### config.mk
export PLATFORM = sky130hd
export DESIGN_NAME = ncap_regs
export DESIGN_NICKNAME = d
export VERILOG_FILES = /design/src/inc/ncap_pkg.sv /design/src/inc/ncap_if.sv /design/src/logic/ncap_attr.sv /design/src/logic/ncap_err.sv /design/src/logic/ncap_regs.sv
export SDC_FILE = /design/constraint.sdc
export NUM_CORES = 1
export LEC_CHECK = 0
export BUFFER_PORTS_ARGS = -buffer_cell sky130_fd_sc_hd__buf_2
export CAP_MARGIN = 20
export CORE_MARGIN = 10
export CORE_UTILIZATION = 39
export CTS_CLUSTER_SIZE = 14
export DETAILED_ROUTE_END_ITERATION = 6
export PLACE_DENSITY = 0.75
export SLEW_MARGIN = 20
export SYNTH_ARGS = -nofsm -noshare
export SYNTH_HDL_FRONTEND = slang
export SYNTH_SLANG_ARGS = --single-unit
### constraint.sdc
create_clock -name clk_sys -period 1.2 [get_ports clk_sys]
set_input_delay 0 -clock clk_sys [delete_from_list [all_inputs] [get_ports clk_sys]]
set_output_delay 0 -clock clk_sys [all_outputs]
set_load 0.05 [all_outputs]
### src/inc/ncap_pkg.sv
// constants for the endpoint capability register bank
package ncap_pkg;
   // configuration byte offsets
   localparam logic [11:0] OFS_DEV_CAP = 12'h044;
   localparam logic [11:0] OFS_DEV_CTL = 12'h048;
   localparam logic [11:0] OFS_DEV_STS = 12'h04a;
   localparam logic [11:0] OFS_LNK_CAP = 12'h04c;
   localparam logic [11:0] OFS_LNK_CTL = 12'h050;
   localparam logic [11:0] OFS_LNK_STS = 12'h052;
   localparam logic [11:0] OFS_MSI_CAP = 12'h064;
   // device capabilities tail
   localparam int DCAP_STANDBY_ACC = 6;
   localparam int DCAP_SLEEP_ACC = 9;
   localparam int DCAP_ATTN_BTN = 12;
   localparam logic [2:0] DCAP_ACC_VAL = 3'h7;
   localparam logic [2:0] DCAP_IND_RST = 3'h0;
   // device control
   localparam int DCTL_REPORT = 0;
   localparam int DCTL_ORDER_RELAX = 4;
   localparam int DCTL_PAYLOAD = 5;
   localparam int DCTL_WIDE_TAG = 8;
   localparam int DCTL_SNOOP_SKIP = 11;
   localparam int DCTL_RDREQ = 12;
   localparam logic [3:0] DCTL_REPORT_RST = 4'h0;
   localparam logic DCTL_ORDER_RELAX_RST = 1'b1;
   localparam logic [2:0] DCTL_PAYLOAD_RST = 3'h0;
   localparam logic [2:0] DCTL_RDREQ_RST = 3'h2;
   localparam logic [2:0] PAYLOAD_CODE_MAX = 3'h4;
   // device status
   localparam int DSTS_SEEN = 0;
   localparam logic [3:0] DSTS_SEEN_RST = 4'h0;
   // link capabilities
   localparam int LCAP_RATE = 0;
   localparam int LCAP_LANES = 4;
   localparam int LCAP_PWR = 10;
   localparam int LCAP_STANDBY = 12;
   localparam int LCAP_SLEEP = 15;
   localparam int LCAP_PORT = 24;
   localparam logic [3:0] LINK_RATE_VAL = 4'h1;
   localparam logic [5:0] LINK_LANES_VAL = 6'h08;
   localparam logic [1:0] LCAP_PWR_VAL = 2'h1;
   localparam logic [2:0] LCAP_EXIT_VAL = 3'h0;
   localparam logic [7:0] LCAP_PORT_VAL = 8'h00;
   // link control and status
   localparam int LCTL_PM = 0;
   localparam int LCTL_REFCLK = 6;
   localparam int LCTL_LONG_SYNC = 7;
   localparam logic [1:0] LCTL_PM_RST = 2'h0;
   localparam int LSTS_RATE = 0;
   localparam int LSTS_LANES = 4;
   // message interrupt header
   localparam logic [7:0] MSI_CAP_IDENT = 8'h05;
   localparam logic [7:0] MSI_NEXT_LINK = 8'h74;
   // own requests limited to 128 bytes, in dwords
   localparam logic [9:0] OWN_MAX_DW = 10'h020;
   localparam logic [11:0] PAYLOAD_MIN_BYTES = 12'h080;

   function automatic logic [11:0] payload_bytes(input logic [2:0] code);
      if (code > PAYLOAD_CODE_MAX) begin
         return PAYLOAD_MIN_BYTES;
      end
      return PAYLOAD_MIN_BYTES << code;
   endfunction
endpackage

### src/inc/ncap_if.sv
// links between register bank, error logger and attribute path
`timescale 1ns/1ns
`default_nettype none
interface ncap_if;
   logic [3:0] ev;
   logic [3:0] rep_on;
   logic [3:0] clr;
   logic [3:0] seen;
   logic [3:0] msg;
   logic order_relax;
   modport regs (output rep_on, output clr, output order_relax, input seen, input msg);
   modport err (input ev, input rep_on, input clr, output seen, output msg);
   modport attr (input order_relax);
   modport src (output ev);
endinterface
`default_nettype wire

### src/logic/ncap_attr.sv
// attribute handling for bridged and own transactions
`timescale 1ns/1ns
`default_nettype none
module ncap_attr #(
   parameter int TAG_W = 8,
   parameter int LEN_W = 10
) (
   // clock and reset
   input wire logic clk_sys,
   input wire logic reset_n,
   // control from register bank
   ncap_if.attr b,
   // bridged transaction in
   input wire logic fwd_in_valid,
   input wire logic fwd_in_from_opp,
   input wire logic fwd_in_relaxed,
   input wire logic fwd_in_no_snoop,
   input wire logic [TAG_W-1:0] fwd_in_tag,
   input wire logic [LEN_W-1:0] fwd_in_len,
   // bridged transaction out
   output logic fwd_out_valid,
   output logic fwd_out_relaxed,
   output logic fwd_out_no_snoop,
   output logic [TAG_W-1:0] fwd_out_tag,
   output logic [LEN_W-1:0] fwd_out_len,
   // own transaction request and issue
   input wire logic own_in_valid,
   input wire logic [LEN_W-1:0] own_in_len,
   output logic own_out_valid,
   output logic own_out_no_snoop,
   output logic [TAG_W-1:0] own_out_tag,
   output logic [LEN_W-1:0] own_out_len
);
   import ncap_pkg::*;
   if (LEN_W < 6 || LEN_W > 10 || TAG_W < 5) begin : g_width_chk
      $error("ncap_attr: unsupported width");
   end

   ////////////////////////////////////////////////////////////////////////////
   always_ff @(posedge clk_sys) begin
      if (!reset_n) begin
         fwd_out_valid <= 1'b0;
         fwd_out_relaxed <= 1'b0;
         fwd_out_no_snoop <= 1'b0;
         fwd_out_tag <= '0;
         fwd_out_len <= '0;
      end else begin
         fwd_out_valid <= fwd_in_valid;
         fwd_out_relaxed <= fwd_in_relaxed & (b.order_relax | ~fwd_in_from_opp);
         fwd_out_no_snoop <= fwd_in_no_snoop;
         fwd_out_tag <= fwd_in_tag;
         fwd_out_len <= fwd_in_len;
      end
   end

   always_ff @(posedge clk_sys) begin
      if (!reset_n) begin
         own_out_valid <= 1'b0;
         own_out_len <= '0;
      end else begin
         own_out_valid <= own_in_valid;
         if (own_in_len > LEN_W'(OWN_MAX_DW)) begin
            own_out_len <= LEN_W'(OWN_MAX_DW);
         end else begin
            own_out_len <= own_in_len;
         end
      end
   end

   assign own_out_no_snoop = 1'b0;
   assign own_out_tag = '0;
endmodule // ncap_attr
`default_nettype wire

### src/logic/ncap_err.sv
// sticky error status and gated error messages
`timescale 1ns/1ns
`default_nettype none
module ncap_err (
   // clock and reset
   input wire logic clk_sys,
   input wire logic reset_n,
   // link to register bank
   ncap_if.err e
);
   import ncap_pkg::*;
   logic [3:0] seen_q;
   logic [3:0] msg_q;

   ////////////////////////////////////////////////////////////////////////////
   // set wins over clear, logged whatever the enable
   always_ff @(posedge clk_sys) begin
      if (!reset_n) begin
         seen_q <= DSTS_SEEN_RST;
      end else begin
         seen_q <= (seen_q & ~e.clr) | e.ev;
      end
   end

   always_ff @(posedge clk_sys) begin
      if (!reset_n) begin
         msg_q <= 4'h0;
      end else begin
         msg_q <= e.ev & e.rep_on;
      end
   end

   assign e.seen = seen_q;
   assign e.msg = msg_q;
endmodule // ncap_err
`default_nettype wire

### src/logic/ncap_regs.sv
// endpoint capability register bank, top level
`timescale 1ns/1ns
`default_nettype none
module ncap_regs #(
   parameter int TAG_W = 8,
   parameter int LEN_W = 10
) (
   // clock and reset
   input wire logic clk_sys,
   input wire logic reset_n,
   // configuration access
   input wire logic cfg_wr,
   input wire logic cfg_rd,
   input wire logic [11:0] cfg_addr,
   input wire logic [3:0] cfg_be,
   input wire logic [31:0] cfg_wdata,
   output logic [31:0] cfg_rdata,
   output logic cfg_ack,
   // serial eeprom preload of indicator bits
   input wire logic eeprom_load,
   input wire logic [2:0] eeprom_dcap_ind,
   // error events
   input wire logic err_minor,
   input wire logic err_nonfatal,
   input wire logic err_fatal,
   input wire logic err_unsupp_req,
   // error messages
   output logic [3:0] err_msg,
   // control views
   output logic [11:0] payload_limit_bytes,
   output logic [1:0] link_pm_ctl,
   // bridged transaction in
   input wire logic fwd_in_valid,
   input wire logic fwd_in_from_opp,
   input wire logic fwd_in_relaxed,
   input wire logic fwd_in_no_snoop,
   input wire logic [TAG_W-1:0] fwd_in_tag,
   input wire logic [LEN_W-1:0] fwd_in_len,
   // bridged transaction out
   output logic fwd_out_valid,
   output logic fwd_out_relaxed,
   output logic fwd_out_no_snoop,
   output logic [TAG_W-1:0] fwd_out_tag,
   output logic [LEN_W-1:0] fwd_out_len,
   // own transactions
   input wire logic own_in_valid,
   input wire logic [LEN_W-1:0] own_in_len,
   output logic own_out_valid,
   output logic own_out_no_snoop,
   output logic [TAG_W-1:0] own_out_tag,
   output logic [LEN_W-1:0] own_out_len
);
   import ncap_pkg::*;

   if (TAG_W != 8) begin : g_tag_chk
      $error("ncap_regs: tag width must be 8");
   end

   ////////////////////////////////////////////////////////////////////////////
   // state
   ncap_if cx ();
   logic [3:0] rep_on_q;
   logic order_relax_q;
   logic [2:0] payload_code_q;
   logic wide_tag_q;
   logic snoop_skip_q;
   logic [2:0] rdreq_q;
   logic [1:0] pm_ctl_q;
   logic refclk_q;
   logic long_sync_q;
   logic [2:0] dcap_ind_q;
   logic [11:0] payload_bytes_q;
   logic [31:0] rdata_q;
   logic ack_q;
   logic [31:0] dev_cap_w;
   logic [15:0] dev_ctl_w;
   logic [15:0] dev_sts_w;
   logic [31:0] lnk_cap_w;
   logic [15:0] lnk_ctl_w;
   logic [15:0] lnk_sts_w;
   logic [31:0] msi_w;
   logic [31:0] rd_mux;
   logic wr_dev;
   logic wr_lnk;

   function automatic logic hit(input logic [11:0] a, input logic [11:0] ofs);
      return a[11:2] == ofs[11:2];
   endfunction

   ////////////////////////////////////////////////////////////////////////////
   // write decode
   always_comb begin
      wr_dev = 1'b0;
      wr_lnk = 1'b0;
      if (cfg_wr && hit(cfg_addr, OFS_DEV_CTL)) begin
         wr_dev = 1'b1;
      end else if (cfg_wr && hit(cfg_addr, OFS_LNK_CTL)) begin
         wr_lnk = 1'b1;
      end
   end

   ////////////////////////////////////////////////////////////////////////////
   // device control, low byte
   always_ff @(posedge clk_sys) begin
      if (!reset_n) begin
         rep_on_q <= DCTL_REPORT_RST;
         order_relax_q <= DCTL_ORDER_RELAX_RST;
         payload_code_q <= DCTL_PAYLOAD_RST;
      end else if (wr_dev && cfg_be[0]) begin
         rep_on_q <= cfg_wdata[DCTL_REPORT+:4];
         order_relax_q <= cfg_wdata[DCTL_ORDER_RELAX];
         payload_code_q <= cfg_wdata[DCTL_PAYLOAD+:3];
      end
   end

   // device control, high byte; storage only
   always_ff @(posedge clk_sys) begin
      if (!reset_n) begin
         wide_tag_q <= 1'b0;
         snoop_skip_q <= 1'b0;
         rdreq_q <= DCTL_RDREQ_RST;
      end else if (wr_dev && cfg_be[1]) begin
         wide_tag_q <= cfg_wdata[DCTL_WIDE_TAG];
         snoop_skip_q <= cfg_wdata[DCTL_SNOOP_SKIP];
         rdreq_q <= cfg_wdata[DCTL_RDREQ+:3];
      end
   end

   // status clear strobe, byte two of the control dword
   always_comb begin
      cx.clr = 4'h0;
      if (wr_dev && cfg_be[2]) begin
         cx.clr = cfg_wdata[16+DSTS_SEEN+:4];
      end
   end

   ////////////////////////////////////////////////////////////////////////////
   // link control
   always_ff @(posedge clk_sys) begin
      if (!reset_n) begin
         pm_ctl_q <= LCTL_PM_RST;
         refclk_q <= 1'b0;
         long_sync_q <= 1'b0;
      end else if (wr_lnk && cfg_be[0]) begin
         pm_ctl_q <= cfg_wdata[LCTL_PM+:2];
         refclk_q <= cfg_wdata[LCTL_REFCLK];
         long_sync_q <= cfg_wdata[LCTL_LONG_SYNC];
      end
   end

   ////////////////////////////////////////////////////////////////////////////
   // indicator presence bits, preset from eeprom
   always_ff @(posedge clk_sys) begin
      if (!reset_n) begin
         dcap_ind_q <= DCAP_IND_RST;
      end else if (eeprom_load) begin
         dcap_ind_q <= eeprom_dcap_ind;
      end
   end

   ////////////////////////////////////////////////////////////////////////////
   // payload limit decode
   always_ff @(posedge clk_sys) begin
      if (!reset_n) begin
         payload_bytes_q <= payload_bytes(DCTL_PAYLOAD_RST);
      end else begin
         payload_bytes_q <= payload_bytes(payload_code_q);
      end
   end

   assign payload_limit_bytes = payload_bytes_q;
   assign link_pm_ctl = pm_ctl_q;

   ////////////////////////////////////////////////////////////////////////////
   // read images
   always_comb begin
      dev_cap_w = 32'h0000_0000;
      dev_cap_w[DCAP_STANDBY_ACC+:3] = DCAP_ACC_VAL;
      dev_cap_w[DCAP_SLEEP_ACC+:3] = DCAP_ACC_VAL;
      dev_cap_w[DCAP_ATTN_BTN+:3] = dcap_ind_q;
   end

   always_comb begin
      dev_ctl_w = 16'h0000;
      dev_ctl_w[DCTL_REPORT+:4] = rep_on_q;
      dev_ctl_w[DCTL_ORDER_RELAX] = order_relax_q;
      dev_ctl_w[DCTL_PAYLOAD+:3] = payload_code_q;
      dev_ctl_w[DCTL_WIDE_TAG] = wide_tag_q;
      dev_ctl_w[DCTL_SNOOP_SKIP] = snoop_skip_q;
      dev_ctl_w[DCTL_RDREQ+:3] = rdreq_q;
   end

   always_comb begin
      dev_sts_w = 16'h0000;
      dev_sts_w[DSTS_SEEN+:4] = cx.seen;
   end

   always_comb begin
      lnk_cap_w = 32'h0000_0000;
      lnk_cap_w[LCAP_RATE+:4] = LINK_RATE_VAL;
      lnk_cap_w[LCAP_LANES+:6] = LINK_LANES_VAL;
      lnk_cap_w[LCAP_PWR+:2] = LCAP_PWR_VAL;
      lnk_cap_w[LCAP_STANDBY+:3] = LCAP_EXIT_VAL;
      lnk_cap_w[LCAP_SLEEP+:3] = LCAP_EXIT_VAL;
      lnk_cap_w[LCAP_PORT+:8] = LCAP_PORT_VAL;
   end

   always_comb begin
      lnk_ctl_w = 16'h0000;
      lnk_ctl_w[LCTL_PM+:2] = pm_ctl_q;
      lnk_ctl_w[LCTL_REFCLK] = refclk_q;
      lnk_ctl_w[LCTL_LONG_SYNC] = long_sync_q;
   end

   always_comb begin
      lnk_sts_w = 16'h0000;
      lnk_sts_w[LSTS_RATE+:4] = LINK_RATE_VAL;
      lnk_sts_w[LSTS_LANES+:6] = LINK_LANES_VAL;
   end

   always_comb begin
      msi_w = 32'h0000_0000;
      msi_w[7:0] = MSI_CAP_IDENT;
      msi_w[15:8] = MSI_NEXT_LINK;
   end

   ////////////////////////////////////////////////////////////////////////////
   // read decode, unmapped reads zero
   always_comb begin
      rd_mux = 32'h0000_0000;
      if (hit(cfg_addr, OFS_DEV_CAP)) begin
         rd_mux = dev_cap_w;
      end else if (hit(cfg_addr, OFS_DEV_CTL)) begin
         rd_mux = {dev_sts_w, dev_ctl_w};
      end else if (hit(cfg_addr, OFS_LNK_CAP)) begin
         rd_mux = lnk_cap_w;
      end else if (hit(cfg_addr, OFS_LNK_CTL)) begin
         rd_mux = {lnk_sts_w, lnk_ctl_w};
      end else if (hit(cfg_addr, OFS_MSI_CAP)) begin
         rd_mux = msi_w;
      end
   end

   always_ff @(posedge clk_sys) begin
      if (!reset_n) begin
         rdata_q <= 32'h0000_0000;
      end else if (cfg_rd) begin
         rdata_q <= rd_mux;
      end
   end

   always_ff @(posedge clk_sys) begin
      if (!reset_n) begin
         ack_q <= 1'b0;
      end else begin
         ack_q <= cfg_rd | cfg_wr;
      end
   end

   assign cfg_rdata = rdata_q;
   assign cfg_ack = ack_q;

   ////////////////////////////////////////////////////////////////////////////
   // error logging
   assign cx.ev = {err_unsupp_req, err_fatal, err_nonfatal, err_minor};
   assign cx.rep_on = rep_on_q;
   assign cx.order_relax = order_relax_q;
   assign err_msg = cx.msg;

   ncap_err u_err (
      .clk_sys (clk_sys),
      .reset_n (reset_n),
      .e (cx.err)
   );

   ////////////////////////////////////////////////////////////////////////////
   // transaction attributes
   ncap_attr #(
      .TAG_W (TAG_W),
      .LEN_W (LEN_W)
   ) u_attr (
      .clk_sys (clk_sys),
      .reset_n (reset_n),
      .b (cx.attr),
      .fwd_in_valid (fwd_in_valid),
      .fwd_in_from_opp (fwd_in_from_opp),
      .fwd_in_relaxed (fwd_in_relaxed),
      .fwd_in_no_snoop (fwd_in_no_snoop),
      .fwd_in_tag (fwd_in_tag),
      .fwd_in_len (fwd_in_len),
      .fwd_out_valid (fwd_out_valid),
      .fwd_out_relaxed (fwd_out_relaxed),
      .fwd_out_no_snoop (fwd_out_no_snoop),
      .fwd_out_tag (fwd_out_tag),
      .fwd_out_len (fwd_out_len),
      .own_in_valid (own_in_valid),
      .own_in_len (own_in_len),
      .own_out_valid (own_out_valid),
      .own_out_no_snoop (own_out_no_snoop),
      .own_out_tag (own_out_tag),
      .own_out_len (own_out_len)
   );
endmodule // ncap_regs
`default_nettype wire

==> results.py <==
metrics = {
    "min_path": {
        "min_to": "dcap_ind_q[2]",
        "min_from": "eeprom_load",
        "holdPathStages": 3,
        "min_path_type": "in -> reg",
    },
    "critical_path": {
        "cp_max_fo": 2,
        "crit_path_start_kind": "flop",
        "worstSetupPathType": "reg -> reg",
        "setup.worst_path.start": "dcap_ind_q[1]",
        "rrSetupSlack_ns": 0.05,
        "cp_data_arrival_time_ns": 1.40,
        "worstReg2RegEnd": "dcap_ind_q[1]",
        "worstPathRequired_ns": 1.45,
        "critical_path.n_buffers_inverters": 1,
        "critical_path.cell_chain": "mux2i_1 > dlygate4sd3_1 > nor2_1",
        "regToRegStartpoint": "dcap_ind_q[1]",
        "highest_cell_delay_on_the_worst_timing_path_ns": 0.57,
        "worstRegToRegCells": 3,
        "timing.critical_path.slowest_stage_cell": "sky130_fd_sc_hd__dlygate4sd3_1",
        "worstSetupEndpointType": "flop",
        "cp_top_family": "buffers and inverters",
    },
    "placement": {
        "dpl.hpwl_um": 7490,
        "gp_congestion": 0.845,
        "place.port_buffers": 138,
        "pre_cts_slack_ns": -0.314,
    },
    "synth": {
        "post_synthesis_share_of_cell_area_spent_on_full_adders_half_adders_and_majority_gates_pct": 0,
        "synthCells": 336,
        "synth-warning-count": 0,
        "synth_edf_count": 0,
        "synth.ff_latch_count": 86,
        "yosys_most_used_dff": "sky130_fd_sc_hd__dfxtp_1",
        "synthMuxAreaShare_pct": 4.36,
        "synthXorXnorAreaFrac_pct": 0,
        "synth-simple-area-share_pct": 22.7,
        "ys_seq_area_share_pct": 53.5,
        "post_synth_num_cell_types": 41,
        "synth.avg_cell_area_um2": 9.57,
        "synth_compound_gate_area_share_pct": 9.88,
        "post_synthesis_instance_area_mm2": 0.00322,
        "largest_family_of_logic_cells_by_synthesized_area": "simple AND/OR/NAND/NOR gates",
        "asyncSetResetFlopFracSynth_pct": 0,
    },
    "floorplanning": {
        "die-area_mm2": 0.0123,
        "floorplan.io_pins": 185,
        "die_w_um": 111,
        "initial_core_util_pct": 39.5,
        "core_mm2": 0.00813,
        "die-height_um": 111,
        "num_rows": 33,
    },
    "cells_and_area": {
        "fillers": 674,
        "layout.area.seq_mm2": 0.00172,
        "final_net_count": 643,
        "multi_input_gate_area_in_the_final_layout_mm2": 0.00132,
        "drive_above_1_share_pct": 34.1,
        "utilization_pct": 59.4,
        "area_growth_syn_to_layout_pct": 50.1,
    },
    "cts": {
        "clock_sinks": 86,
        "cts_tree": "built",
        "clk_root_buffer_cell": "sky130_fd_sc_hd__clkbuf_8",
        "cts_buffer_depth": 2,
        "cts_made_buffers": 9,
        "worst_skew_pair.late_latency_ns": 0.35,
        "path_clk_slew_ns": 0.09,
        "ctsHtreeMaxLevel": 3,
        "cts_setup_buffers": 0,
    },
    "global_routing": {
        "first_global_vias": 3205,
        "grt_start_max_net_pins": 21,
        "overflow": 0,
        "grt_first_pass_wirelength_um": 16800,
        "antenna_violations_before_repair": 1,
        "grt_util_all_layers_pct": 16.7,
    },
    "timing": {
        "final_max_slew_viol_count": 0,
        "clock-skew-final_ns": 0.0136,
        "post-route-worst-setup-slack_ns": 0.0536,
        "timing.final.crit_period_ns": 1.15,
        "finalCritPeriodShare_pct": 95.5,
        "timing.final.setup_violations": 0,
        "fmax_ghz": 0.872,
        "hold_ws_ns": -0.0320,
        "final_hold_viol_count": 2,
    },
    "route": {
        "wirelength_um": 10500,
        "vias": 3077,
        "drtIter0Drc": 170,
        "route.detailed.drc": 0,
        "detailedRoute.firstPassIterationCount": 4,
        "dr_wl_cell_um": 15.9,
        "final_antenna_net_count": 0,
        "drt_via_density": 4.66,
    },
    "outcome": {
        "run_status": "finished, violations left",
        "violations": "hold timing",
    },
    "power_and_ir_drop": {
        "p_leak_nw": 2.32,
        "peakVddDrop_uv": 533,
        "p_per_area_mw_per_mm2": 1220,
    },
    "flow_run": {
        "maxCapViolCount": 0,
    },
}
## through the flow
stage	power, mW	cells	instance area, um2	setup TNS (ns)
after global placement	3.86	587	4040	-5.67
final	5.90	661	4830	0
after CTS	5.92	662	4830	0
after global routing	6.13	661	4830	-0.00160
after floorplan	3.67	367	3340	-0.274
after detailed placement	3.88	587	4040	-6.79
## power breakdown
part           switching, mW  internal, mW
clock network           1.05         0.880
registers             0.0272          2.93
logic                  0.665         0.351
## cell type report
type	instances	share of cell area, %
Inverter	7	0.544
Antenna cell	1	0.0518
Clock buffer	11	3.13
Tap cell	105	2.72
Clock inverter	5	0.855
Multi-Input combinational cell	229	27.4
Timing Repair Buffer	217	29.6
Sequential cell	86	35.7
## worst max path at each step
| stage | end | slack [ns] | cells past startpoint |
|---|---|---|---|
| floorplan | cfg_rdata[7] | -0.07 | 4 |
| global placement | cfg_rdata[7] | -0.26 | 5 |
| detailed placement | cfg_rdata[13] | -0.31 | 5 |
| CTS | cx.order_relax | 0.01 | 7 |
| global route | u_attr.own_out_len[5] | -0.002 | 5 |
| finish | dcap_ind_q[1] | 0.05 | 3 |
## per-layer routing
metal  routed length [um]  GRT usage, %  vias to the layer above
met5                    0             0                        -
met4                  298          6.68                        0
met1                 4300          19.4                     1386
met3                 1000          6.76                       21
li1                     -             -                     1506
met2                 4880          26.6                      164
## worst min-delay path, stage by stage
cell and delay [ns]:
sky130_fd_sc_hd__buf_2 0.13, sky130_fd_sc_hd__mux2i_1 0.08, sky130_fd_sc_hd__nor2_1 0.08
## synthesized netlist by cell type, types with 2 or more instances
library cell | instances | area [um2]
sky130_fd_sc_hd__nand2_1 | 24 | 90.1
sky130_fd_sc_hd__clkbuf_1 | 14 | 52.6
sky130_fd_sc_hd__buf_2 | 2 | 10.0
sky130_fd_sc_hd__a22oi_1 | 3 | 22.5
sky130_fd_sc_hd__a31oi_1 | 7 | 43.8
sky130_fd_sc_hd__nor3_1 | 3 | 15.0
sky130_fd_sc_hd__nand2b_1 | 9 | 56.3
sky130_fd_sc_hd__and3_1 | 8 | 50.1
sky130_fd_sc_hd__nand3_1 | 15 | 75.1
sky130_fd_sc_hd__dfxtp_1 | 86 | 1720
sky130_fd_sc_hd__o221ai_1 | 3 | 26.3
sky130_fd_sc_hd__nor2_1 | 20 | 75.1
sky130_fd_sc_hd__nand4_1 | 6 | 37.5
sky130_fd_sc_hd__and2_1 | 29 | 181
sky130_fd_sc_hd__a21oi_1 | 16 | 80.1
sky130_fd_sc_hd__mux2i_1 | 14 | 140
sky130_fd_sc_hd__inv_1 | 7 | 26.3
sky130_fd_sc_hd__o21ai_0 | 18 | 90.1
sky130_fd_sc_hd__buf_4 | 28 | 210
sky130_fd_sc_hd__nor2b_1 | 3 | 18.8
## sequential cells by signal, summed over array words and instances, names as in the netlist
signal	flops
u_attr.fwd_out_tag	8
cfg_rdata	20
long_sync_q	1
payload_code_q	3
u_attr.fwd_out_relaxed	1
refclk_q	1
u_attr.fwd_out_len	10
snoop_skip_q	1
cx.order_relax	1
u_attr.own_out_len	10
u_attr.fwd_out_no_snoop	1
u_err.e.seen	4
dcap_ind_q	3
payload_limit_bytes	5
cx.rep_on	4
rdreq_q	3
u_attr.own_out_valid	1
u_err.e.msg	4
cfg_ack	1
u_attr.fwd_out_valid	1
link_pm_ctl	2
wide_tag_q	1
## what timing repair did
| item | CTS | global route |
|---|---|---|
| hold endpoints to repair | 59 | 0 |
| hold buffers | 59 | 0 |
| gates resized for setup | 0 | 6 |
| setup endpoints to repair | 0 | 15 |
## kinds of logic (layout without fill, tap and decap cells)
group	Yosys count	in the layout
other cells	1	33
mux	14	14
flops	86	86
simple gates	130	130
compound gates	53	53
buf+inv	52	240
## cells in the final DEF, fill, tap and decap left out, types with 8 or more instances in the layout
cell type	Yosys	routed
sky130_fd_sc_hd__buf_2	2	138
sky130_fd_sc_hd__dfxtp_1	86	85
sky130_fd_sc_hd__dlygate4sd3_1	0	57
sky130_fd_sc_hd__conb_1	1	32
sky130_fd_sc_hd__and2_1	29	28
sky130_fd_sc_hd__nand2_1	24	24
sky130_fd_sc_hd__buf_4	28	21
sky130_fd_sc_hd__nor2_1	20	19
sky130_fd_sc_hd__o21ai_0	18	18
sky130_fd_sc_hd__a21oi_1	16	16
sky130_fd_sc_hd__nand3_1	15	15
sky130_fd_sc_hd__mux2i_1	14	14
sky130_fd_sc_hd__clkbuf_8	0	11
sky130_fd_sc_hd__nand2b_1	9	9
sky130_fd_sc_hd__and3_1	8	8
No activity file was read; power rests on OpenSTA's default activity.
